## src/supply_pkg.sv

```systemverilog
/*
  Shared constants and carrier types for the display supply register bank:
  pointer map, reset values, field positions, link states and pin bundles.
  Assumes a single 8-bit pointer space reached over a two-wire serial link.
*/
package supply_pkg;

  localparam logic [6:0] SLAVE_ADDR     = 7'h29;
  localparam logic [3:0] BYTE_BITS      = 4'h8;
  localparam logic [3:0] LAST_TX_BIT    = 4'h7;
  localparam int         TRIM_W         = 5;

  localparam logic [7:0] FAULT_PTR      = 8'h04;
  localparam logic [7:0] ENABLE_PTR     = 8'h05;
  localparam logic [7:0] BOOST_TRIM_PTR = 8'h06;
  localparam logic [7:0] NEG_TRIM_PTR   = 8'h08;
  localparam logic [7:0] POS_TRIM_PTR   = 8'h09;
  localparam logic [7:0] BOOST_CTRL_PTR = 8'h0D;
  localparam logic [7:0] PUMP_CTRL_PTR  = 8'h0F;

  localparam logic [3:0] FAULT_RST      = 4'h0;
  localparam logic [7:0] ENABLE_RST     = 8'h07;
  localparam logic [7:0] BOOST_TRIM_RST = 8'h00;
  localparam logic [7:0] NEG_TRIM_RST   = 8'h00;
  localparam logic [7:0] POS_TRIM_RST   = 8'h00;
  localparam logic [7:0] BOOST_CTRL_RST = 8'h34;
  localparam logic [7:0] PUMP_CTRL_RST  = 8'hDA;
  localparam logic [7:0] UNMAPPED_READ  = 8'h00;

  localparam int EN_BOOST_BIT    = 0;
  localparam int EN_PUMP_BIT     = 1;
  localparam int EN_LDO_BIT      = 2;
  localparam int EN_PULLDOWN_BIT = 6;
  localparam int FAULT_OTP_BIT   = 0;

  typedef enum logic [2:0] {
    S_IDLE   = 3'b000,
    S_RX     = 3'b001,
    S_RX_ACK = 3'b011,
    S_TX     = 3'b010,
    S_TX_ACK = 3'b110
  } link_state_t;

  typedef enum logic [1:0] {
    P_ADDR = 2'b00,
    P_PTR  = 2'b01,
    P_DATA = 2'b11,
    P_DONE = 2'b10
  } byte_phase_t;

  // bit order matches the fault register, bit 3 down to bit 0
  typedef struct packed {
    logic pos_uv;
    logic neg_uv;
    logic boost_uv;
    logic over_temp;
  } fault_in_t;

  typedef struct packed {
    logic      scl;
    logic      sda;
    logic      neg_en;
    logic      pos_en;
    fault_in_t fault;
  } pin_bundle_t;

  // idle bus lines are high, everything else low
  localparam logic [7:0] PIN_IDLE = 8'hC0;

  typedef struct packed {
    logic start;
    logic stop;
    logic scl_rise;
    logic scl_fall;
    logic sda;
  } bus_evt_t;

  typedef struct packed {
    logic boost_run;
    logic pump_run;
    logic ldo_run;
    logic pos_pulldown_en;
  } reg_run_t;

endpackage : supply_pkg

```

## src/display_supply_i2c_registers.sv

```systemverilog
/*
  Byte-wide register bank of a display supply, reached as a two-wire
  serial slave, with regulator gating and latched fault flags.
  Assumes SCL/SDA and enable pins are asynchronous to mclk, and that
  mclk is far faster than the serial clock. rst_b is the supply power-on.
*/
// Functional notes
// master writes: start, addr+0, pointer, data, stop
// acknowledge every valid received byte
// commit on stop after acked byte only
// read: pointer write, restart, addr+1, data
// slave drives data; master ends with nack
// registers 8 bits, captured at eighth bit
// reset loads documented defaults
// master avoids reserved values and pointers
// only power cycle restores all defaults
// enable register bits and defaults
// three 5-bit voltage trim codes
// software keeps trims within voltage limits
// no trim change during soft start
// boost and pump control registers
// fault register bits and default
// enable pin cycle clears fault bits
// over-temperature clears on second read
// respond only to slave address
// unused bits stored but without effect
// regulator runs need bit and pin
// writes to fault register ignored
`timescale 1ns/1ps
`default_nettype none

module display_supply_i2c_registers (
  input  wire logic                      mclk,
  input  wire logic                      rst_b,
  input  wire logic                      scl,
  input  wire logic                      sda_in,
  output logic                           sda_out,
  output logic                           sda_oe,
  input  wire logic                      negative_enable_pin,
  input  wire logic                      positive_enable_pin,
  input  wire supply_pkg::fault_in_t     fault_detect,
  output supply_pkg::reg_run_t           regulator_run,
  output logic [supply_pkg::TRIM_W-1:0]  boost_voltage_trim,
  output logic [supply_pkg::TRIM_W-1:0]  negative_rail_trim,
  output logic [supply_pkg::TRIM_W-1:0]  positive_rail_trim,
  output logic [7:0]                     boost_control,
  output logic [7:0]                     charge_pump_control
);

  typedef struct packed {
    supply_pkg::link_state_t state;
    supply_pkg::byte_phase_t phase;
    logic [3:0]              bits;
    logic [7:0]              shift;
    logic                    rw;
    logic [7:0]              ptr;
    logic [7:0]              stage;
    logic                    wr_valid;
    logic                    sda_oe;
    logic [7:0]              enable;
    logic [7:0]              boost_trim;
    logic [7:0]              neg_trim;
    logic [7:0]              pos_trim;
    logic [7:0]              boost_ctrl;
    logic [7:0]              pump_ctrl;
    logic [3:0]              fault;
    logic                    otp_read_once;
    logic                    pins_armed;
    supply_pkg::reg_run_t    run;
  } main_st_t;

  // power-on defaults
  localparam main_st_t ST_RST = '{
    state:      supply_pkg::S_IDLE,
    phase:      supply_pkg::P_ADDR,
    enable:     supply_pkg::ENABLE_RST,
    boost_trim: supply_pkg::BOOST_TRIM_RST,
    neg_trim:   supply_pkg::NEG_TRIM_RST,
    pos_trim:   supply_pkg::POS_TRIM_RST,
    boost_ctrl: supply_pkg::BOOST_CTRL_RST,
    pump_ctrl:  supply_pkg::PUMP_CTRL_RST,
    fault:      supply_pkg::FAULT_RST,
    default:    '0
  };

  main_st_t                st;
  main_st_t                next_st;
  supply_pkg::pin_bundle_t pins;
  supply_pkg::bus_evt_t    evt;
  logic                    fault_read;
  logic [7:0]              rd_byte;
  logic [47:0]             cfg_bank;

  pin_sync #(
    .WIDTH   (8),
    .RST_VAL (supply_pkg::PIN_IDLE)
  ) u_pin_sync (
    .mclk     (mclk),
    .rst_b    (rst_b),
    .async_in ({scl, sda_in, negative_enable_pin, positive_enable_pin,
                fault_detect}),
    .sync_out (pins)
  );

  bus_event_detect u_bus_event_detect (
    .mclk  (mclk),
    .rst_b (rst_b),
    .scl   (pins.scl),
    .sda   (pins.sda),
    .evt   (evt)
  );

  // upper four bits read as zero
  function automatic logic [7:0] read_reg(input main_st_t s);
    case (s.ptr)
      supply_pkg::FAULT_PTR:      read_reg = {4'h0, s.fault};
      supply_pkg::ENABLE_PTR:     read_reg = s.enable;
      supply_pkg::BOOST_TRIM_PTR: read_reg = s.boost_trim;
      supply_pkg::NEG_TRIM_PTR:   read_reg = s.neg_trim;
      supply_pkg::POS_TRIM_PTR:   read_reg = s.pos_trim;
      supply_pkg::BOOST_CTRL_PTR: read_reg = s.boost_ctrl;
      supply_pkg::PUMP_CTRL_PTR:  read_reg = s.pump_ctrl;
      default:                    read_reg = supply_pkg::UNMAPPED_READ;
    endcase
  endfunction : read_reg

  assign rd_byte  = read_reg(st);
  assign cfg_bank = {st.enable, st.boost_trim, st.neg_trim, st.pos_trim,
                     st.boost_ctrl, st.pump_ctrl};

  always_comb
  begin
    next_st    = st;
    fault_read = 1'b0;
    unique case (st.state)
      supply_pkg::S_IDLE:
        next_st.sda_oe = 1'b0;
      supply_pkg::S_RX:
      begin
        if (evt.scl_rise && st.bits < supply_pkg::BYTE_BITS)
        begin
          next_st.shift = {st.shift[6:0], evt.sda};
          next_st.bits  = st.bits + 4'h1;
          // latch data at its last bit
          if (st.phase == supply_pkg::P_DATA && st.bits == 4'h7)
            next_st.stage = {st.shift[6:0], evt.sda};
        end
        else if (evt.scl_fall && st.bits == supply_pkg::BYTE_BITS)
        begin
          next_st.bits   = '0;
          next_st.state  = supply_pkg::S_RX_ACK;
          // pull data low through ninth clock
          next_st.sda_oe = 1'b1;
          unique case (st.phase)
            supply_pkg::P_ADDR:
            begin
              // foreign address waits for next start
              if (st.shift[7:1] != supply_pkg::SLAVE_ADDR)
              begin
                next_st.state  = supply_pkg::S_IDLE;
                next_st.sda_oe = 1'b0;
              end
              next_st.rw = st.shift[0];
            end
            supply_pkg::P_PTR:
              next_st.ptr = st.shift;
            supply_pkg::P_DATA:
              next_st.ptr = st.ptr;
            // extra bytes beyond one data byte get no ack
            supply_pkg::P_DONE:
              next_st.sda_oe = 1'b0;
          endcase
        end
      end
      supply_pkg::S_RX_ACK:
      begin
        // data byte counts once its ack is clocked
        if (evt.scl_rise && st.phase == supply_pkg::P_DATA && st.sda_oe)
          next_st.wr_valid = 1'b1;
        if (evt.scl_fall)
        begin
          next_st.sda_oe = 1'b0;
          next_st.state  = supply_pkg::S_RX;
          unique case (st.phase)
            supply_pkg::P_ADDR:
            begin
              next_st.phase = supply_pkg::P_PTR;
              // read address returns the held pointer
              if (st.rw)
              begin
                next_st.state  = supply_pkg::S_TX;
                next_st.shift  = rd_byte;
                next_st.sda_oe = !rd_byte[7];
              end
            end
            supply_pkg::P_PTR:  next_st.phase = supply_pkg::P_DATA;
            supply_pkg::P_DATA: next_st.phase = supply_pkg::P_DONE;
            supply_pkg::P_DONE: next_st.phase = supply_pkg::P_DONE;
          endcase
        end
      end
      supply_pkg::S_TX:
      begin
        if (evt.scl_fall)
        begin
          next_st.bits = st.bits + 4'h1;
          if (st.bits == supply_pkg::LAST_TX_BIT)
          begin
            next_st.bits   = '0;
            next_st.state  = supply_pkg::S_TX_ACK;
            next_st.sda_oe = 1'b0;
            fault_read     = (st.ptr == supply_pkg::FAULT_PTR);
          end
          else
          begin
            // open-drain, so only zeros are driven
            next_st.shift  = {st.shift[6:0], 1'b0};
            next_st.sda_oe = !st.shift[6];
          end
        end
      end
      supply_pkg::S_TX_ACK:
      begin
        // master nack ends the read
        if (evt.scl_rise && evt.sda)
          next_st.state = supply_pkg::S_IDLE;
        else if (evt.scl_fall)
        begin
          // no auto-increment: an acked read repeats the same register
          next_st.state  = supply_pkg::S_TX;
          next_st.shift  = rd_byte;
          next_st.sda_oe = !rd_byte[7];
        end
      end
      default:
      begin
        next_st.state  = supply_pkg::S_IDLE;
        next_st.sda_oe = 1'b0;
      end
    endcase

    if (evt.start)
    begin
      next_st.state    = supply_pkg::S_RX;
      next_st.phase    = supply_pkg::P_ADDR;
      next_st.bits     = '0;
      next_st.sda_oe   = 1'b0;
      next_st.wr_valid = 1'b0;
    end

    if (evt.stop)
    begin
      next_st.state    = supply_pkg::S_IDLE;
      next_st.sda_oe   = 1'b0;
      next_st.wr_valid = 1'b0;
      // stop before the data byte is acked leaves wr_valid clear
      if (st.wr_valid)
      begin
        // full byte kept, unused bits included
        case (st.ptr)
          supply_pkg::ENABLE_PTR:     next_st.enable     = st.stage;
          supply_pkg::BOOST_TRIM_PTR: next_st.boost_trim = st.stage;
          supply_pkg::NEG_TRIM_PTR:   next_st.neg_trim   = st.stage;
          supply_pkg::POS_TRIM_PTR:   next_st.pos_trim   = st.stage;
          supply_pkg::BOOST_CTRL_PTR: next_st.boost_ctrl = st.stage;
          supply_pkg::PUMP_CTRL_PTR:  next_st.pump_ctrl  = st.stage;
          // fault register and unlisted pointers absorb writes
          default:                    next_st.ptr        = st.ptr;
        endcase
      end
    end

    // both pins low together, then high together
    if (!pins.neg_en && !pins.pos_en)
      next_st.pins_armed = 1'b1;
    else if (pins.neg_en && pins.pos_en && st.pins_armed)
    begin
      next_st.pins_armed    = 1'b0;
      next_st.fault         = '0;
      next_st.otp_read_once = 1'b0;
    end

    // first read reports, second clears only the temperature flag
    if (fault_read && st.fault[supply_pkg::FAULT_OTP_BIT])
    begin
      next_st.otp_read_once = !st.otp_read_once;
      if (st.otp_read_once)
        next_st.fault[supply_pkg::FAULT_OTP_BIT] = 1'b0;
    end

    // a live fault wins over any clear in the same cycle
    next_st.fault = next_st.fault | pins.fault;

    // each regulator needs its bit and its pin condition
    next_st.run.boost_run = st.enable[supply_pkg::EN_BOOST_BIT]
                            && (pins.neg_en || pins.pos_en);
    next_st.run.pump_run  = st.enable[supply_pkg::EN_PUMP_BIT]
                            && pins.neg_en;
    next_st.run.ldo_run   = st.enable[supply_pkg::EN_LDO_BIT]
                            && pins.pos_en;
    // pull-down active while its bit is clear
    next_st.run.pos_pulldown_en = !st.enable[supply_pkg::EN_PULLDOWN_BIT];
  end

  // no register path resets the bank, only rst_b
  always_ff @(posedge mclk or negedge rst_b)
  begin
    if (!rst_b)
      st <= ST_RST;
    else
      st <= next_st;
  end

  assign sda_out             = 1'b0;
  assign sda_oe              = st.sda_oe;
  assign regulator_run       = st.run;
  // five-bit trim codes
  assign boost_voltage_trim  = st.boost_trim[supply_pkg::TRIM_W-1:0];
  assign negative_rail_trim  = st.neg_trim[supply_pkg::TRIM_W-1:0];
  assign positive_rail_trim  = st.pos_trim[supply_pkg::TRIM_W-1:0];
  // control bytes passed whole to the regulators
  assign boost_control       = st.boost_ctrl;
  assign charge_pump_control = st.pump_ctrl;
endmodule : display_supply_i2c_registers

`default_nettype wire

```

## src/pin_sync.sv

```systemverilog
/*
  Two-stage synchroniser for a bundle of asynchronous pins.
  Assumes each bit is an independent level; no word coherence is implied.
*/
`timescale 1ns/1ps
`default_nettype none

module pin_sync #(
  parameter int               WIDTH   = 8,
  parameter logic [WIDTH-1:0] RST_VAL = '0
) (
  input  wire logic             mclk,
  input  wire logic             rst_b,
  input  wire logic [WIDTH-1:0] async_in,
  output logic      [WIDTH-1:0] sync_out
);

  typedef struct packed {
    logic [WIDTH-1:0] meta;
    logic [WIDTH-1:0] sync;
  } sync_st_t;

  sync_st_t st;
  sync_st_t next_st;

  always_comb
  begin
    next_st.meta = async_in;
    next_st.sync = st.meta;
  end

  always_ff @(posedge mclk or negedge rst_b)
  begin
    if (!rst_b)
      st <= '{meta: RST_VAL, sync: RST_VAL};
    else
      st <= next_st;
  end

  assign sync_out = st.sync;

endmodule : pin_sync

`default_nettype wire

```

## src/bus_event_detect.sv

```systemverilog
/*
  Finds clock edges and start/stop conditions on the synchronised
  two-wire bus lines. Assumes both inputs are already synchronised.
*/
`timescale 1ns/1ps
`default_nettype none

module bus_event_detect (
  input  wire logic           mclk,
  input  wire logic           rst_b,
  input  wire logic           scl,
  input  wire logic           sda,
  output supply_pkg::bus_evt_t evt
);

  typedef struct packed {
    logic                 scl_q;
    logic                 sda_q;
    supply_pkg::bus_evt_t evt;
  } det_st_t;

  det_st_t st;
  det_st_t next_st;

  always_comb
  begin
    next_st.scl_q        = scl;
    next_st.sda_q        = sda;
    // data may only move with the clock high for start and stop
    next_st.evt.start    = scl && st.scl_q && st.sda_q && !sda;
    next_st.evt.stop     = scl && st.scl_q && !st.sda_q && sda;
    next_st.evt.scl_rise = scl && !st.scl_q;
    next_st.evt.scl_fall = !scl && st.scl_q;
    next_st.evt.sda      = sda;
  end

  always_ff @(posedge mclk or negedge rst_b)
  begin
    if (!rst_b)
      st <= '{scl_q: 1'b1, sda_q: 1'b1, evt: 5'h01};
    else
      st <= next_st;
  end

  assign evt = st.evt;

endmodule : bus_event_detect

`default_nettype wire

```

## config.mk

```make
export PLATFORM = sky130hd
export DESIGN_NAME = display_supply_i2c_registers
export DESIGN_NICKNAME = d
export VERILOG_FILES = /design/src/supply_pkg.sv /design/src/display_supply_i2c_registers.sv /design/src/pin_sync.sv /design/src/bus_event_detect.sv
export SDC_FILE = /design/constraint.sdc
export NUM_CORES = 1
export LEC_CHECK = 0
export BUFFER_PORTS_ARGS = -buffer_cell sky130_fd_sc_hd__buf_2
export CAP_MARGIN = 20
export CORE_UTILIZATION = 35
export CTS_BUF_LIST = sky130_fd_sc_hd__clkbuf_2
export CTS_CLUSTER_SIZE = 14
export DETAILED_ROUTE_END_ITERATION = 10
export PLACE_DENSITY = 0.64
export SLEW_MARGIN = 20
export SYNTH_ARGS = -nofsm -noshare
export SYNTH_HDL_FRONTEND = slang
export SYNTH_HIERARCHICAL = 1
export SYNTH_SLANG_ARGS = --single-unit
```

## constraint.sdc

```tcl
create_clock -name mclk -period 1.8 [get_ports mclk]
set_clock_uncertainty 0.1 [all_clocks]
set_input_delay 0.09 -clock mclk [delete_from_list [all_inputs] [get_ports mclk]]
set_output_delay 0.09 -clock mclk [all_outputs]
set_load 0.005 [all_outputs]
```

==> report_table.html, run 1 <==
<table>
<tr><th>Metric</th><th>Value</th></tr>
<tr><th colspan="2">Synthesis</th></tr>
<tr><td>Top-area cell type share of the netlist area</td><td>43.8%</td></tr>
<tr><td>Top flip-flop cell by instance count after synthesis</td><td>sky130_fd_sc_hd__dfrtp_1</td></tr>
<tr><td>Leading cell types by total area after synthesis</td><td>sky130_fd_sc_hd__dfrtp_1, sky130_fd_sc_hd__mux2_2, sky130_fd_sc_hd__dfstp_2, sky130_fd_sc_hd__buf_4, sky130_fd_sc_hd__a21oi_1</td></tr>
<tr><td>EDFF count, synth</td><td>0</td></tr>
<tr><td>Post-synthesis share of cell area spent on full adders, half adders and majority gates</td><td>less than 1%</td></tr>
<tr><td>Number of warnings issued by yosys</td><td>6</td></tr>
<tr><td>Synthesized-area fraction occupied by ao, oa, aoi and oai cells</td><td>roughly 11%</td></tr>
<tr><td>Async S/R FF share, synth</td><td>100%</td></tr>
<tr><td>Simple-Gate Fraction of Synth Area</td><td>about an eighth</td></tr>
<tr><td>Net Count, Synth</td><td>497</td></tr>
<tr><td>Netlist cell types</td><td>62</td></tr>
<tr><td>Largest family of logic cells by synthesized area</td><td>multiplexers</td></tr>
<tr><td>Average instance area after synthesis</td><td>11.7 um^2</td></tr>
<tr><td>Multiplexer share of the synthesized area</td><td>15.6%</td></tr>
<tr><td>Post-Synth XOR/XNOR Area</td><td>0.155%</td></tr>
<tr><td>Post-synthesis instance area</td><td>~5700 um^2</td></tr>
<tr><td>Post-synthesis cell type with the largest combined area</td><td>sky130_fd_sc_hd__dfrtp_1</td></tr>
<tr><td>Post-synthesis sequential element count</td><td>116</td></tr>
<tr><td>Register area share after synthesis</td><td>51.7%</td></tr>
<tr><td>Cell count after synthesis</td><td>about 490</td></tr>
<tr><th colspan="2">STA</th></tr>
<tr><td>Endpoints failing setup</td><td>68</td></tr>
<tr><td>Tightest Pin Transition</td><td>0.655 ns</td></tr>
<tr><td>Minimum period implied by the final worst setup slack</td><td>approximately 2.0 ns</td></tr>
<tr><td>Unrepaired setup endpoints after global routing</td><td>true</td></tr>
<tr><td>Worst hold margin</td><td>~0.26 ns</td></tr>
<tr><td>Max-Slew Margin vs Limit</td><td>56.4%</td></tr>
<tr><td>Slack of the critical path</td><td>-0.213 ns</td></tr>
<tr><td>Number of hold-slack violations in the final timing report</td><td>0</td></tr>
<tr><td>Max Transition Viols Final</td><td>0</td></tr>
<tr><td>Period utilization</td><td>112%</td></tr>
<tr><td>F_max</td><td>just under 0.5 GHz</td></tr>
<tr><th colspan="2">Clocking</th></tr>
<tr><td>Clock transition at the register clock pins on the worst setup and hold paths after CTS</td><td>0.20 ns</td></tr>
<tr><td>H-tree lvl count</td><td>4</td></tr>
<tr><td>Worst-case clock buffer depth</td><td>2</td></tr>
<tr><td>Clock insertion delay at the later pin of the skew report</td><td>around 0.70 ns</td></tr>
<tr><td>Root Buffer</td><td>sky130_fd_sc_hd__clkbuf_2</td></tr>
<tr><td>TritonCTS clock tree</td><td>done</td></tr>
<tr><td>TritonCTS Sinks</td><td>116</td></tr>
<tr><td>TritonCTS Buffers</td><td>17</td></tr>
<tr><th colspan="2">Hold path</th></tr>
<tr><td>End point of the most critical hold path</td><td>u_pin_sync/sync_out[6]$_DFF_PN1_</td></tr>
<tr><td>Classification of the worst-slack hold path</td><td>register to register</td></tr>
<tr><td>Cell depth of the worst min-delay path</td><td>0</td></tr>
<tr><td>Launch point of the worst hold path</td><td>u_pin_sync/next_st[6]$_DFF_PN1_</td></tr>
<tr><th colspan="2">Final layout</th></tr>
<tr><td>Fraction of final layout cells sized beyond drive strength 1</td><td>50.9%</td></tr>
<tr><td>Number of non-filler instances in the completed layout</td><td>835</td></tr>
<tr><td>Relative area change from synthesis to final layout</td><td>32.1%</td></tr>
<tr><td>Layout fillers</td><td>1454</td></tr>
<tr><td>Net total in the final layout</td><td>618</td></tr>
<tr><td>Final Util</td><td>between 40 and 50%</td></tr>
<tr><td>Inserted Diodes</td><td>0</td></tr>
<tr><th colspan="2">Worst setup path</th></tr>
<tr><td>Worst R2R Setup Slack</td><td>-0.21 ns</td></tr>
<tr><td>CP Launch Type</td><td>register</td></tr>
<tr><td>Kind of end point of the critical path</td><td>register</td></tr>
<tr><td>CP Data Arrival Time</td><td>2.51 ns</td></tr>
<tr><td>Required time of the critical path</td><td>roughly 2.3 ns</td></tr>
<tr><td>Maximum fanout count along the critical path</td><td>8</td></tr>
<tr><td>Capture instance of the worst register-to-register path</td><td>st[70]$_DFFE_PN0P_</td></tr>
<tr><td>R2r startpoint</td><td>st[72]$_DFFE_PN0P_</td></tr>
<tr><td>Critical path type</td><td>register to register</td></tr>
<tr><td>Logic depth of the worst register-to-register path</td><td>5</td></tr>
<tr><th colspan="2">Run status</th></tr>
<tr><td>Violations in the final reports</td><td>setup timing</td></tr>
<tr><td>Status</td><td>finished, violations left</td></tr>
<tr><th colspan="2">Placed design</th></tr>
<tr><td>Routability congestion estimate from global placement</td><td>a little under 0.9</td></tr>
<tr><td>Placed Cells</td><td>773</td></tr>
<tr><td>Port-buffer cells</td><td>45</td></tr>
<tr><td>Placed wire-length estimate</td><td>9490 um</td></tr>
<tr><td>DP Worst Slack</td><td>-0.220 ns</td></tr>
<tr><th colspan="2">Routing</th></tr>
<tr><td>Number of antenna-violating nets in the routed design</td><td>0</td></tr>
<tr><td>1st-pass router iterations</td><td>4</td></tr>
<tr><td>Violation count after the first detailed-routing iteration</td><td>~190</td></tr>
<tr><td>Total wire length</td><td>13900 um</td></tr>
<tr><td>Avg WL per Cell</td><td>roughly 17 um</td></tr>
<tr><td>Routed vias</td><td>4162</td></tr>
<tr><td>Number of DRC violations after detailed routing</td><td>0</td></tr>
<tr><td>Via-per-instance ratio</td><td>about 5.0</td></tr>
<tr><th colspan="2">GRT</th></tr>
<tr><td>Global-route wire length before repair</td><td>~22000 um</td></tr>
<tr><td>Grt ovf</td><td>0</td></tr>
<tr><td>Aggregate global-route resource usage</td><td>between 10% and 20%</td></tr>
<tr><td>Via count of the first global-routing pass</td><td>4312</td></tr>
<tr><td>Antenna violations before repair</td><td>0</td></tr>
<tr><td>Largest net degree at the start of global routing</td><td>roughly 120</td></tr>
<tr><th colspan="2">Die</th></tr>
<tr><td>Core Region</td><td>between 15000 and 20000 um^2</td></tr>
<tr><td>DIE WIDTH</td><td>129 um</td></tr>
<tr><td>Starting density of the core</td><td>35.8%</td></tr>
<tr><td>Y dimension of the die</td><td>129 um</td></tr>
<tr><td>Number of rows in the core area</td><td>46</td></tr>
<tr><td>Number of primary I/O pins</td><td>47</td></tr>
<tr><td>Total die area</td><td>16700 um^2</td></tr>
<tr><th colspan="2">Power</th></tr>
<tr><td>Leak</td><td>between 3 and 4 nW</td></tr>
<tr><td>Pwr Total</td><td>0.00552 W</td></tr>
<tr><td>Power per standard cell area</td><td>739 nW/um^2</td></tr>
<tr><td>VDD IR-drop max</td><td>0.000637 V</td></tr>
<tr><th colspan="2">Job</th></tr>
<tr><td>Number of violations of the max-capacitance limit</td><td>0</td></tr>
</table>
-- worst max-delay path by stage --
stage	startpoint	end	slack, ns	cells after the start
finish	st[72]$_DFFE_PN0P_	st[70]$_DFFE_PN0P_	-0.21	5
global route	st[72]$_DFFE_PN0P_	st[70]$_DFFE_PN0P_	-0.30	5
CTS	st[72]$_DFFE_PN0P_	st[70]$_DFFE_PN0P_	-0.21	5
detailed placement	st[72]$_DFFE_PN0P_	st[84]$_DFFE_PN0P_	-0.22	6
global placement	st[72]$_DFFE_PN0P_	st[84]$_DFFE_PN0P_	-0.23	6
floorplan	st[74]$_DFFE_PN0P_	st[68]$_DFFE_PN0P_	-0.13	5
-- cell usage after synthesis (3+ instances only) --
cell type	count
sky130_fd_sc_hd__buf_6	6
sky130_fd_sc_hd__clkbuf_1	3
sky130_fd_sc_hd__mux2_4	8
sky130_fd_sc_hd__o21ai_0	16
sky130_fd_sc_hd__nor3_1	7
sky130_fd_sc_hd__a211oi_1	3
sky130_fd_sc_hd__dfstp_2	17
sky130_fd_sc_hd__mux2i_1	11
sky130_fd_sc_hd__and2_1	5
sky130_fd_sc_hd__nor3_4	4
sky130_fd_sc_hd__inv_1	9
sky130_fd_sc_hd__dfrtp_1	99
sky130_fd_sc_hd__nor2_1	23
sky130_fd_sc_hd__a21oi_1	30
sky130_fd_sc_hd__o2bb2ai_1	3
sky130_fd_sc_hd__buf_4	45
sky130_fd_sc_hd__nand2_1	28
sky130_fd_sc_hd__buf_2	5
sky130_fd_sc_hd__a22oi_1	4
sky130_fd_sc_hd__a21o_1	6
sky130_fd_sc_hd__nor2b_1	12
sky130_fd_sc_hd__nand2b_1	9
sky130_fd_sc_hd__nand3_1	11
sky130_fd_sc_hd__a31oi_1	8
sky130_fd_sc_hd__mux2_2	58
sky130_fd_sc_hd__a32oi_1	3
sky130_fd_sc_hd__a22o_1	4
sky130_fd_sc_hd__or3_1	3
-- repair_timing --
item	in CTS	in global routing
buffers inserted	6	7
hold endpoints to repair	124	0
setup endpoints to repair	79	82
gates resized for setup	71	42
hold buffers	18	0
pin swaps	22	15
-- area by class of cell --
cell class	instances	area, um^2	area share [%]
sequential	116	2930	39.1
multi-input combinational	300	2700	36.0
timing repair buffer	162	1270	17.0
tap	216	270	3.61
clock inverter	12	179	2.39
clock buffer	20	100	1.34
inverter	9	33.8	0.452
-- stage by stage --
step | instance area [um^2] | setup TNS, ns
final | 7480 | -6.91
after global routing | 7480 | -13.02
after CTS | 7260 | -6.48
after detailed placement | 6490 | -8.32
after global placement | 6490 | -7.26
after floorplan | 5760 | -3.33
-- layout by cell type, fill, tap and decap left out, types with 6 or more instances in the layout --
| cell | instances |
|---|---|
| sky130_fd_sc_hd__dfrtp_1 | 97 |
| sky130_fd_sc_hd__nor2b_1 | 9 |
| sky130_fd_sc_hd__a21oi_1 | 19 |
| sky130_fd_sc_hd__clkbuf_2 | 20 |
| sky130_fd_sc_hd__nor2_1 | 22 |
| sky130_fd_sc_hd__o21ai_0 | 7 |
| sky130_fd_sc_hd__o21ai_1 | 7 |
| sky130_fd_sc_hd__mux2_4 | 47 |
| sky130_fd_sc_hd__mux2_2 | 19 |
| sky130_fd_sc_hd__buf_6 | 18 |
| sky130_fd_sc_hd__nor3_4 | 7 |
| sky130_fd_sc_hd__buf_4 | 77 |
| sky130_fd_sc_hd__nand2b_1 | 8 |
| sky130_fd_sc_hd__dlygate4sd3_1 | 18 |
| sky130_fd_sc_hd__inv_1 | 8 |
| sky130_fd_sc_hd__a21oi_2 | 7 |
| sky130_fd_sc_hd__nand2_1 | 26 |
| sky130_fd_sc_hd__buf_2 | 44 |
| sky130_fd_sc_hd__dfstp_2 | 17 |
| sky130_fd_sc_hd__nand3_1 | 9 |
| sky130_fd_sc_hd__mux2i_1 | 11 |
| sky130_fd_sc_hd__a21o_1 | 6 |
| sky130_fd_sc_hd__a31oi_1 | 8 |
-- flip-flops by register name, summed over array words and instances, names as in the netlist, 5 cells and up --
| signal | cells |
|---|---|
| boost_voltage_trim | 5 |
| cfg_bank | 17 |
| u_pin_sync/next_st | 8 |
| positive_rail_trim | 5 |
| st | 41 |
| u_pin_sync/sync_out | 8 |
| charge_pump_control | 8 |
| boost_control | 8 |
| negative_rail_trim | 5 |
-- where the power goes --
| group | total (W) | switching, W | internal (W) |
|---|---|---|---|
| clock | 0.00200 | 0.00106 | 0.000936 |
| sequential | 0.00286 | 0.000122 | 0.00274 |
| combinational | 0.000663 | 0.000321 | 0.000342 |
| total | 0.00552 | 0.00150 | 0.00402 |
-- layer usage --
metal | track usage [%] | part of all wire, % | vias up
met5 | 0 | 0 | -
met4 | 6.37 | 1.5 | 0
met3 | 4.21 | 3.4 | 22
met2 | 30.3 | 51 | 105
met1 | 21.4 | 44 | 2096
li1 | - | - | 1939
-- worst max-delay path: stages, from the launching register on --
cell,delay (ns)
sky130_fd_sc_hd__dfrtp_1,0.45
sky130_fd_sc_hd__or4_4,0.54
sky130_fd_sc_hd__buf_6,0.14
sky130_fd_sc_hd__o21ai_4,0.13
sky130_fd_sc_hd__nand4_4,0.21
sky130_fd_sc_hd__mux2_4,0.35
-- logic make-up after synthesis --
family / Yosys count
compound gates: 97
xor+xnor: 1
fa+ha+maj: 2
buf+inv: 69
flops: 116
mux: 77
other cells: 1
simple gates: 122
Power figures use the tool's default switching activity.
==> run 2, diff against run 1 <==
--- a/config.mk
+++ b/config.mk
@@ -5,6 +5,7 @@
 export SDC_FILE = /design/constraint.sdc
 export NUM_CORES = 1
 export LEC_CHECK = 0
+export ABC_AREA = 1
 export BUFFER_PORTS_ARGS = -buffer_cell sky130_fd_sc_hd__buf_2
 export CAP_MARGIN = 20
 export CORE_UTILIZATION = 35
==> report_table.html, run 2 <==
<table>
<tr><th>Metric</th><th>Value</th></tr>
<tr><th colspan="2">Run status</th></tr>
<tr><td>Status</td><td>finished clean (was finished, violations left)</td></tr>
<tr><th colspan="2">Power</th></tr>
<tr><td>Leak</td><td>3.37 nW (was 3.43 nW)</td></tr>
<tr><td>Net switching power</td><td>0.00191 W (was 0.00150 W)</td></tr>
<tr><td>Portion of total power attributed to the clock network</td><td>33.8% (was 36.2%)</td></tr>
<tr><td>VDD IR-drop max</td><td>0.000685 V (was 0.000637 V)</td></tr>
<tr><td>Share of power burned in registers</td><td>45.7% (was 51.8%)</td></tr>
<tr><td>Part of the power in combinational logic</td><td>20.5% (was 12.0%)</td></tr>
<tr><td>Internal power summed over all cells</td><td>0.00449 W (was 0.00402 W)</td></tr>
<tr><td>Share of total power consumed by net switching</td><td>29.9% (was 27.2%)</td></tr>
<tr><td>Power per standard cell area</td><td>931 nW/um^2 (was 739 nW/um^2)</td></tr>
<tr><th colspan="2">Clocking</th></tr>
<tr><td>Root Buffer</td><td>sky130_fd_sc_hd__clkbuf_2 (unchanged)</td></tr>
<tr><td>TritonCTS clock tree</td><td>done (unchanged)</td></tr>
<tr><td>Worst-case clock buffer depth</td><td>2 (unchanged)</td></tr>
<tr><td>TritonCTS Buffers</td><td>17 (unchanged)</td></tr>
<tr><td>Clock transition at the register clock pins on the worst setup and hold paths after CTS</td><td>0.16 ns (was 0.20 ns)</td></tr>
<tr><td>TritonCTS Sinks</td><td>116 (unchanged)</td></tr>
<tr><td>H-tree lvl count</td><td>4 (unchanged)</td></tr>
<tr><td>Clock insertion delay at the later pin of the skew report</td><td>0.68 ns (was 0.70 ns)</td></tr>
<tr><th colspan="2">Routing</th></tr>
<tr><td>Met2 layer wire length in the routed design</td><td>6050 um (was 7070 um)</td></tr>
<tr><td>1st-pass router iterations</td><td>5 (was 4)</td></tr>
<tr><td>Violation count after the first detailed-routing iteration</td><td>526 (was 192)</td></tr>
<tr><td>Top layer in use</td><td>met4 (unchanged)</td></tr>
<tr><td>Number of antenna-violating nets in the routed design</td><td>0 (unchanged)</td></tr>
<tr><td>Avg WL per Cell</td><td>13.8 um (was 16.6 um)</td></tr>
<tr><td>Routed length on met1</td><td>6590 um (was 6110 um)</td></tr>
<tr><td>Routed vias</td><td>4604 (was 4162)</td></tr>
<tr><td>Via-per-instance ratio</td><td>4.67 (was 4.98)</td></tr>
<tr><td>Total wire length</td><td>13600 um (was 13900 um)</td></tr>
<tr><td>Number of DRC violations after detailed routing</td><td>0 (unchanged)</td></tr>
<tr><td>Met3 WL post-DR</td><td>780 um (was 467 um)</td></tr>
<tr><th colspan="2">Synthesis</th></tr>
<tr><td>Top flip-flop cell by instance count after synthesis</td><td>sky130_fd_sc_hd__dfrtp_1 (unchanged)</td></tr>
<tr><td>Net Count, Synth</td><td>688 (was 497)</td></tr>
<tr><td>Register area share after synthesis</td><td>51.5% (was 51.7%)</td></tr>
<tr><td>Leading cell types by total area after synthesis</td><td>sky130_fd_sc_hd__dfrtp_1, sky130_fd_sc_hd__nand2_1, sky130_fd_sc_hd__dfstp_2, sky130_fd_sc_hd__nand3_1, sky130_fd_sc_hd__buf_4 (was sky130_fd_sc_hd__dfrtp_1, sky130_fd_sc_hd__mux2_2, sky130_fd_sc_hd__dfstp_2, sky130_fd_sc_hd__buf_4, sky130_fd_sc_hd__a21oi_1)</td></tr>
<tr><td>Most common cell in the synthesized netlist</td><td>sky130_fd_sc_hd__nand2_1 (was sky130_fd_sc_hd__dfrtp_1)</td></tr>
<tr><td>Async S/R FF share, synth</td><td>100% (unchanged)</td></tr>
<tr><td>Average instance area after synthesis</td><td>8.40 um^2 (was 11.7 um^2)</td></tr>
<tr><td>Post-synthesis cell type with the largest combined area</td><td>sky130_fd_sc_hd__dfrtp_1 (unchanged)</td></tr>
<tr><td>Cell count after synthesis</td><td>676 (was 485)</td></tr>
<tr><td>Post-synthesis instance area</td><td>5680 um^2 (was 5660 um^2)</td></tr>
<tr><td>Netlist cell types</td><td>30 (was 62)</td></tr>
<tr><td>Top-area cell type share of the netlist area</td><td>43.6% (was 43.8%)</td></tr>
<tr><td>Number of warnings issued by yosys</td><td>6 (unchanged)</td></tr>
<tr><td>Post-synthesis sequential element count</td><td>116 (unchanged)</td></tr>
<tr><td>EDFF count, synth</td><td>0 (unchanged)</td></tr>
<tr><td>Commonest cells in the netlist</td><td>sky130_fd_sc_hd__nand2_1, sky130_fd_sc_hd__dfrtp_1, sky130_fd_sc_hd__inv_1, sky130_fd_sc_hd__nor2_1, sky130_fd_sc_hd__nand3_1 (was sky130_fd_sc_hd__dfrtp_1, sky130_fd_sc_hd__mux2_2, sky130_fd_sc_hd__buf_4, sky130_fd_sc_hd__a21oi_1, sky130_fd_sc_hd__nand2_1)</td></tr>
<tr><th colspan="2">STA</th></tr>
<tr><td>Max-Slew Margin vs Limit</td><td>40.1% (was 56.4%)</td></tr>
<tr><td>Slack of the critical path</td><td>0.106 ns (was -0.213 ns)</td></tr>
<tr><td>Tightest Pin Transition</td><td>0.895 ns (was 0.655 ns)</td></tr>
<tr><td>Minimum period implied by the final worst setup slack</td><td>1.69 ns (was 2.01 ns)</td></tr>
<tr><td>Number of hold-slack violations in the final timing report</td><td>0 (unchanged)</td></tr>
<tr><td>Max Transition Viols Final</td><td>0 (unchanged)</td></tr>
<tr><td>F_max</td><td>0.590 GHz (was 0.497 GHz)</td></tr>
<tr><td>Endpoints failing setup</td><td>0 (was 68)</td></tr>
<tr><td>Period utilization</td><td>94.1% (was 112%)</td></tr>
<tr><td>Final total negative setup slack</td><td>0 ns (was -6.91 ns)</td></tr>
<tr><th colspan="2">Final layout</th></tr>
<tr><td>Max FFs per register</td><td>41 (unchanged)</td></tr>
<tr><td>Top reg by flops</td><td>st (unchanged)</td></tr>
<tr><td>Net total in the final layout</td><td>768 (was 618)</td></tr>
<tr><td>Relative area change from synthesis to final layout</td><td>21.0% (was 32.1%)</td></tr>
<tr><td>Most frequent standard cell in the layout excluding fill and tap cells</td><td>sky130_fd_sc_hd__nand2_1 (was sky130_fd_sc_hd__dfrtp_1)</td></tr>
<tr><td>Most frequent cells in the layout</td><td>sky130_fd_sc_hd__nand2_1, sky130_fd_sc_hd__dfrtp_1, sky130_fd_sc_hd__inv_1 (was sky130_fd_sc_hd__dfrtp_1, sky130_fd_sc_hd__buf_4, sky130_fd_sc_hd__mux2_4)</td></tr>
<tr><td>Number of non-filler instances in the completed layout</td><td>986 (was 835)</td></tr>
<tr><td>Fraction of final layout cells sized beyond drive strength 1</td><td>24.9% (was 50.9%)</td></tr>
<tr><th colspan="2">Hold path</th></tr>
<tr><td>End point of the most critical hold path</td><td>u_pin_sync/sync_out[7]$_DFF_PN1_ (was u_pin_sync/sync_out[6]$_DFF_PN1_)</td></tr>
<tr><td>Cell depth of the worst min-delay path</td><td>0 (unchanged)</td></tr>
<tr><td>Launch point of the worst hold path</td><td>u_pin_sync/next_st[7]$_DFF_PN1_ (was u_pin_sync/next_st[6]$_DFF_PN1_)</td></tr>
<tr><td>Classification of the worst-slack hold path</td><td>register to register (unchanged)</td></tr>
<tr><th colspan="2">GRT</th></tr>
<tr><td>Antenna violations before repair</td><td>1 (was 0)</td></tr>
<tr><td>Aggregate global-route resource usage</td><td>17.5% (was 17.6%)</td></tr>
<tr><td>Global-route wire length before repair</td><td>21900 um (was 22200 um)</td></tr>
<tr><td>Grt ovf</td><td>0 (unchanged)</td></tr>
<tr><td>Via count of the first global-routing pass</td><td>4247 (was 4312)</td></tr>
<tr><td>Largest net degree at the start of global routing</td><td>31 (was 117)</td></tr>
<tr><th colspan="2">Die</th></tr>
<tr><td>Starting density of the core</td><td>35.8% (about the same)</td></tr>
<tr><td>Total die area</td><td>16700 um^2 (about the same)</td></tr>
<tr><td>Core Region</td><td>15900 um^2 (was 15800 um^2)</td></tr>
<tr><td>DIE WIDTH</td><td>129 um (about the same)</td></tr>
<tr><td>Number of rows in the core area</td><td>46 (unchanged)</td></tr>
<tr><td>Number of primary I/O pins</td><td>47 (unchanged)</td></tr>
<tr><td>Y dimension of the die</td><td>129 um (about the same)</td></tr>
<tr><th colspan="2">Placed design</th></tr>
<tr><td>Placed Cells</td><td>918 (was 773)</td></tr>
<tr><td>Placed wire-length estimate</td><td>9480 um (was 9490 um)</td></tr>
<tr><td>Routability congestion estimate from global placement</td><td>0.873 (was 0.877)</td></tr>
<tr><td>DP Worst Slack</td><td>-0.0768 ns (was -0.220 ns)</td></tr>
<tr><td>Port-buffer cells</td><td>45 (unchanged)</td></tr>
<tr><th colspan="2">Worst setup path</th></tr>
<tr><td>Crit path launch</td><td>st[73]$_DFFE_PN0P_ (was st[72]$_DFFE_PN0P_)</td></tr>
<tr><td>Slowest-stage cell, CP</td><td>sky130_fd_sc_hd__dfrtp_1 (was sky130_fd_sc_hd__or4_4)</td></tr>
<tr><td>Maximum fanout count along the critical path</td><td>7 (was 8)</td></tr>
<tr><td>Logic depth of the worst register-to-register path</td><td>10 (was 5)</td></tr>
<tr><td>CP Data Arrival Time</td><td>2.19 ns (was 2.51 ns)</td></tr>
<tr><td>CP top delay family</td><td>simple AND/OR/NAND/NOR gates (unchanged)</td></tr>
<tr><td>Library cell appearing most often on the critical path</td><td>sky130_fd_sc_hd__nand2_1</td></tr>
<tr><td>Bufs and invs on worst path</td><td>2 (was 1)</td></tr>
<tr><td>Capture instance of the worst register-to-register path</td><td>st[79]$_DFFE_PN0P_ (was st[70]$_DFFE_PN0P_)</td></tr>
<tr><td>CP Launch Type</td><td>register (unchanged)</td></tr>
<tr><td>Kind of end point of the critical path</td><td>register (unchanged)</td></tr>
<tr><td>Required time of the critical path</td><td>2.29 ns (was 2.30 ns)</td></tr>
<tr><td>Largest stage delay on the critical path</td><td>0.43 ns (was 0.54 ns)</td></tr>
<tr><td>R2r startpoint</td><td>st[73]$_DFFE_PN0P_ (was st[72]$_DFFE_PN0P_)</td></tr>
<tr><td>Critical path type</td><td>register to register (unchanged)</td></tr>
<tr><td>CP cell instances</td><td>inv_2, nand2_2, nor2_4, buf_12, nand3_1, nand2_1, nor2_1, nand2_1, nand2_1, a21oi_1 (was or4_4, buf_6, o21ai_4, nand4_4, mux2_4)</td></tr>
<tr><td>Worst R2R Setup Slack</td><td>0.11 ns (was -0.21 ns)</td></tr>
<tr><th colspan="2">Job</th></tr>
<tr><td>Number of violations of the max-capacitance limit</td><td>0 (unchanged)</td></tr>
</table>
==> run 2: changes by cell type after synthesis, moves of 9 or more <==
cell                       change
sky130_fd_sc_hd__mux2_2       -58
sky130_fd_sc_hd__nor2_1       +42
sky130_fd_sc_hd__mux2i_1      -11
sky130_fd_sc_hd__nand3_1      +52
sky130_fd_sc_hd__inv_1        +61
sky130_fd_sc_hd__o21a_1       +14
sky130_fd_sc_hd__nand2_1     +134
sky130_fd_sc_hd__nor2b_1      -12
sky130_fd_sc_hd__a21oi_1      -17
sky130_fd_sc_hd__nand2b_1      -9
sky130_fd_sc_hd__o21ai_0      +39
==> run 2: cells by family after synthesis <==
family | Yosys count | share of synthesized area, %
other cells | 1 | 0.0660
flops | 116 | 51.5
xor+xnor | 1 | 0.154
buf+inv | 130 | 12.1
fa+ha+maj | 2 | 0.440
compound gates | 102 | 10.5
simple gates | 324 | 25.2
==> run 2: area by class of cell <==
type,count,area (um^2)
fillers,1612,9010
flip-flops and latches,116,2930
multi-input cells,431,2140
repair buffers,115,937
inverters,75,284
well taps,216,270
clock inverters,12,211
clock buffers,19,95.1
diodes,2,5.00
==> run 2: routing by layer <==
metal,vias up,track usage (%)
met2,126,26.4
met1,2171,24.4
met5,-,0
met4,0,6.23
met3,16,4.38
li1,2291,-
==> run 2: how the worst max path moves through the flow <==
| stage | to | slack (ns) | cells past startpoint |
|---|---|---|---|
| floorplan | st[73]$_DFFE_PN0P_ | 0.23 | 8 |
| global placement | st[75]$_DFFE_PN0P_ | -0.02 | 7 |
| detailed placement | st[69]$_DFFE_PN0P_ | -0.08 | 7 |
| CTS | st[91]$_DFFE_PN0P_ | 0.0008 | 9 |
| global route | st[91]$_DFFE_PN0P_ | -0.04 | 9 |
| finish | st[79]$_DFFE_PN0P_ | 0.11 | 10 |
==> run 2: timing repair <==
item,in CTS,in global routing
cloned,0,3
pin swaps,1,4
hold buffers,19,1
buffers inserted,4,8
setup endpoints to repair,9,47
endpoints found under the hold margin,124,22
resized for setup,0,27
==> run 2: worst reg2reg max path, delay by kind of cell, from the launching register on <==
| kind | cells | cell delay, ns |
|---|---|---|
| and+or+nand+nor | 7 | 0.77 |
| AOI/OAI and AO/OA | 1 | 0.13 |
| DFF | 1 | 0.43 |
| buffers and inverters | 2 | 0.22 |
==> run 2: per-stage QoR <==
stage | area, um^2 | hold WS [ns] | power [W] | utilization (%)
floorplan | 5680 | -0.306 | 0.00370 | -
global placement | 6120 | -0.0115 | 0.00411 | 38.5
detailed placement | 6120 | -0.0116 | 0.00413 | 38.5
CTS | 6640 | 0.269 | 0.00634 | 41.8
global route | 6870 | 0.259 | 0.00676 | 43.3
finish | 6870 | 0.264 | 0.00640 | 43.3
==> run 2: power by group through the flow <==
stage          combinational [W]  sequential, W  clock (W)
2_1_floorplan           0.000752        0.00294          0
3_3_place_gp             0.00113        0.00298          0
3_5_place_dp             0.00114        0.00298          0
4_1_cts                  0.00119        0.00294    0.00221
5_1_grt                  0.00147        0.00295    0.00234
6_report                 0.00131        0.00292    0.00216
==> run 3, diff against run 2 <==
--- a/config.mk
+++ b/config.mk
@@ -9,7 +9,6 @@
 export BUFFER_PORTS_ARGS = -buffer_cell sky130_fd_sc_hd__buf_2
 export CAP_MARGIN = 20
 export CORE_UTILIZATION = 35
-export CTS_BUF_LIST = sky130_fd_sc_hd__clkbuf_2
 export CTS_CLUSTER_SIZE = 14
 export DETAILED_ROUTE_END_ITERATION = 10
 export PLACE_DENSITY = 0.64
==> report_table.html, run 3 (same netlist as run 2, synthesis figures left out) <==
<table>
<tr><th>Metric</th><th>Value</th></tr>
<tr><th colspan="2">Run status</th></tr>
<tr><td>Status</td><td>finished clean (unchanged)</td></tr>
<tr><th colspan="2">Power</th></tr>
<tr><td>VDD IR-drop max</td><td>0.00103 V (was 0.000685 V)</td></tr>
<tr><td>Power per standard cell area</td><td>1150 nW/um^2 (was 931 nW/um^2)</td></tr>
<tr><td>Leak</td><td>3.44 nW (was 3.37 nW)</td></tr>
<tr><th colspan="2">Final layout</th></tr>
<tr><td>Most frequent cells in the layout</td><td>sky130_fd_sc_hd__nand2_1, sky130_fd_sc_hd__dfrtp_1, sky130_fd_sc_hd__inv_1 (unchanged)</td></tr>
<tr><td>Layout fillers</td><td>1573 (was 1612)</td></tr>
<tr><td>Top reg by flops</td><td>st (unchanged)</td></tr>
<tr><td>Max FFs per register</td><td>41 (unchanged)</td></tr>
<tr><td>Relative area change from synthesis to final layout</td><td>24.3% (was 21.0%)</td></tr>
<tr><td>Number of non-filler instances in the completed layout</td><td>966 (was 986)</td></tr>
<tr><td>Inserted Diodes</td><td>0 (was 2)</td></tr>
<tr><td>Fraction of final layout cells sized beyond drive strength 1</td><td>24.8% (was 24.9%)</td></tr>
<tr><td>Most frequent standard cell in the layout excluding fill and tap cells</td><td>sky130_fd_sc_hd__nand2_1 (unchanged)</td></tr>
<tr><td>Net total in the final layout</td><td>750 (was 768)</td></tr>
<tr><th colspan="2">Worst setup path</th></tr>
<tr><td>Critical path type</td><td>register to register (unchanged)</td></tr>
<tr><td>Bufs and invs on worst path</td><td>2 (unchanged)</td></tr>
<tr><td>Logic depth of the worst register-to-register path</td><td>10 (unchanged)</td></tr>
<tr><td>Worst R2R Setup Slack</td><td>0.07 ns (was 0.11 ns)</td></tr>
<tr><td>Library cell appearing most often on the critical path</td><td>sky130_fd_sc_hd__nand2_1 (unchanged)</td></tr>
<tr><td>Slowest-stage cell, CP</td><td>sky130_fd_sc_hd__dfrtp_1 (unchanged)</td></tr>
<tr><td>Required time of the critical path</td><td>2.04 ns (was 2.29 ns)</td></tr>
<tr><td>Largest stage delay on the critical path</td><td>0.38 ns (was 0.43 ns)</td></tr>
<tr><td>CP Launch Type</td><td>register (unchanged)</td></tr>
<tr><td>Crit path launch</td><td>st[74]$_DFFE_PN0P_ (was st[73]$_DFFE_PN0P_)</td></tr>
<tr><td>R2r startpoint</td><td>st[74]$_DFFE_PN0P_ (was st[73]$_DFFE_PN0P_)</td></tr>
<tr><td>Number of cells on the critical path</td><td>10 (unchanged)</td></tr>
<tr><td>Capture instance of the worst register-to-register path</td><td>st[77]$_DFFE_PN0P_ (was st[79]$_DFFE_PN0P_)</td></tr>
<tr><td>CP top delay family</td><td>simple AND/OR/NAND/NOR gates (unchanged)</td></tr>
<tr><td>Maximum fanout count along the critical path</td><td>28 (was 7)</td></tr>
<tr><td>CP cell instances</td><td>inv_1, nand2_1, nor2_8, buf_12, nand3_1, nand2_1, nor2_1, nand2_1, nand2_1, a21oi_1 (was inv_2, nand2_2, nor2_4, buf_12, nand3_1, nand2_1, nor2_1, nand2_1, nand2_1, a21oi_1)</td></tr>
<tr><td>CP Data Arrival Time</td><td>1.97 ns (was 2.19 ns)</td></tr>
<tr><td>Kind of end point of the critical path</td><td>register (unchanged)</td></tr>
<tr><td>Destination of the critical timing path</td><td>st[77]$_DFFE_PN0P_ (was st[79]$_DFFE_PN0P_)</td></tr>
<tr><th colspan="2">Clocking</th></tr>
<tr><td>TritonCTS Sinks</td><td>116 (unchanged)</td></tr>
<tr><td>Clock transition at the register clock pins on the worst setup and hold paths after CTS</td><td>0.05 ns (was 0.16 ns)</td></tr>
<tr><td>Worst-case clock buffer depth</td><td>2 (unchanged)</td></tr>
<tr><td>TritonCTS Buffers</td><td>17 (unchanged)</td></tr>
<tr><td>Clock insertion delay at the later pin of the skew report</td><td>0.41 ns (was 0.68 ns)</td></tr>
<tr><td>TritonCTS clock tree</td><td>done (unchanged)</td></tr>
<tr><td>Root Buffer</td><td>sky130_fd_sc_hd__clkbuf_16 (was sky130_fd_sc_hd__clkbuf_2)</td></tr>
<tr><td>H-tree lvl count</td><td>4 (unchanged)</td></tr>
<tr><th colspan="2">Die</th></tr>
<tr><td>Starting density of the core</td><td>35.8% (unchanged)</td></tr>
<tr><td>Number of primary I/O pins</td><td>47 (unchanged)</td></tr>
<tr><td>DIE WIDTH</td><td>129 um (unchanged)</td></tr>
<tr><td>Number of rows in the core area</td><td>46 (unchanged)</td></tr>
<tr><td>Total die area</td><td>16700 um^2 (unchanged)</td></tr>
<tr><td>Core Region</td><td>15900 um^2 (unchanged)</td></tr>
<tr><td>Y dimension of the die</td><td>129 um (unchanged)</td></tr>
<tr><th colspan="2">Placed design</th></tr>
<tr><td>Routability congestion estimate from global placement</td><td>0.873 (unchanged)</td></tr>
<tr><td>Placed wire-length estimate</td><td>9480 um (unchanged)</td></tr>
<tr><td>Port-buffer cells</td><td>45 (unchanged)</td></tr>
<tr><td>Placed Cells</td><td>918 (unchanged)</td></tr>
<tr><th colspan="2">STA</th></tr>
<tr><td>F_max</td><td>0.579 GHz (was 0.590 GHz)</td></tr>
<tr><td>Period utilization</td><td>96.0% (was 94.1%)</td></tr>
<tr><td>Max Transition Viols Final</td><td>0 (unchanged)</td></tr>
<tr><td>Endpoints failing setup</td><td>0 (unchanged)</td></tr>
<tr><td>Final total negative setup slack</td><td>0 ns (unchanged)</td></tr>
<tr><td>Number of hold-slack violations in the final timing report</td><td>0 (unchanged)</td></tr>
<tr><td>Minimum period implied by the final worst setup slack</td><td>1.73 ns (was 1.69 ns)</td></tr>
<tr><td>Unrepaired setup endpoints after global routing</td><td>true</td></tr>
<tr><th colspan="2">GRT</th></tr>
<tr><td>Largest net degree at the start of global routing</td><td>37 (was 31)</td></tr>
<tr><td>Via count of the first global-routing pass</td><td>4285 (was 4247)</td></tr>
<tr><td>Aggregate global-route resource usage</td><td>17.6% (was 17.5%)</td></tr>
<tr><td>Antenna violations before repair</td><td>0 (was 1)</td></tr>
<tr><td>Grt ovf</td><td>0 (unchanged)</td></tr>
<tr><td>Global-route wire length before repair</td><td>21900 um (unchanged)</td></tr>
<tr><th colspan="2">Job</th></tr>
<tr><td>Number of violations of the max-capacitance limit</td><td>0 (unchanged)</td></tr>
<tr><th colspan="2">Hold path</th></tr>
<tr><td>Classification of the worst-slack hold path</td><td>input pin to asynchronous set/reset pin (was register to register)</td></tr>
<tr><th colspan="2">Routing</th></tr>
<tr><td>Routed vias</td><td>4531 (was 4604)</td></tr>
<tr><td>Number of DRC violations after detailed routing</td><td>0 (unchanged)</td></tr>
<tr><td>Violation count after the first detailed-routing iteration</td><td>372 (was 526)</td></tr>
<tr><td>Via-per-instance ratio</td><td>4.69 (was 4.67)</td></tr>
<tr><td>Number of antenna-violating nets in the routed design</td><td>0 (unchanged)</td></tr>
<tr><td>Total wire length</td><td>13400 um (was 13600 um)</td></tr>
<tr><td>Avg WL per Cell</td><td>13.9 um (was 13.8 um)</td></tr>
<tr><td>1st-pass router iterations</td><td>5 (unchanged)</td></tr>
</table>
==> run 3: layout make-up <==
type                    count  area [um^2]  share of cell area [%]
repair buffers             98          761                    10.8
flip-flops and latches    116         2920                    41.4
well taps                 216          270                    3.83
multi-input cells         430         2140                    30.3
clock buffers              23          488                    6.91
inverters                  75          284                    4.02
clock inverters             8          196                    2.78
==> run 3: worst min path at each step <==
stage	start	endpoint	slack, ns	cells past startpoint
after floorplan	rst_b	boost_control[0]$_DFFE_PN0P_	-0.31	0
after global placement	rst_b	charge_pump_control[2]$_DFFE_PN0P_	-0.01	1
after detailed placement	rst_b	charge_pump_control[0]$_DFFE_PN0P_	-0.01	1
after CTS	rst_b	positive_rail_trim[2]$_DFFE_PN0P_	0.1	2
after global routing	rst_b	charge_pump_control[5]$_DFFE_PN0P_	0.12	2
final	rst_b	charge_pump_control[2]$_DFFE_PN0P_	0.1	2
==> run 3: timing repair <==
item,in CTS,in global routing
pin swaps,1,9
setup buffers,2,6
hold buffers,9,0
hold endpoints to repair,115,0
resized for setup,0,29
endpoints found under the setup margin,8,46
==> run 3: stage by stage <==
step | instance area, um^2 | hold slack (ns) | util [%] | setup slack, ns | total power (W)
4_1_cts | 6920 | 0.0990 | 43.6 | 0.0201 | 0.00807
5_1_grt | 7060 | 0.115 | 44.5 | -0.0515 | 0.00853
6_report | 7060 | 0.0954 | 44.5 | 0.0720 | 0.00814
3_3_place_gp | 6120 | -0.0115 | 38.5 | -0.0210 | 0.00411
2_1_floorplan | 5680 | -0.306 | - | 0.225 | 0.00370
3_5_place_dp | 6120 | -0.0116 | 38.5 | -0.0768 | 0.00413
==> run 3: worst reg2reg max path: stages, from the launching register on <==
cell	delay [ns]
sky130_fd_sc_hd__dfrtp_1	0.38
sky130_fd_sc_hd__inv_1	0.05
sky130_fd_sc_hd__nand2_1	0.12
sky130_fd_sc_hd__nor2_8	0.22
sky130_fd_sc_hd__buf_12	0.19
sky130_fd_sc_hd__nand3_1	0.18
sky130_fd_sc_hd__nand2_1	0.13
sky130_fd_sc_hd__nor2_1	0.05
sky130_fd_sc_hd__nand2_1	0.07
sky130_fd_sc_hd__nand2_1	0.05
sky130_fd_sc_hd__a21oi_1	0.11
==> run 3: metal layers <==
| layer | vias up | GRT usage (%) | routed length [um] |
|---|---|---|---|
| li1 | 2261 | - | - |
| met1 | 2141 | 24.0 | 6360 |
| met2 | 119 | 26.4 | 6080 |
| met3 | 10 | 5.16 | 840 |
| met4 | 0 | 6.57 | 128 |
| met5 | - | 0 | 0 |
==> run 3: power breakdown <==
| group | total (W) | switching (W) | internal [W] | leakage [nW] |
|---|---|---|---|---|
| clock | 0.00390 | 0.00116 | 0.00274 | 0.330 |
| sequential | 0.00294 | 0.000135 | 0.00280 | 1.48 |
| combinational | 0.00130 | 0.000809 | 0.000496 | 1.62 |
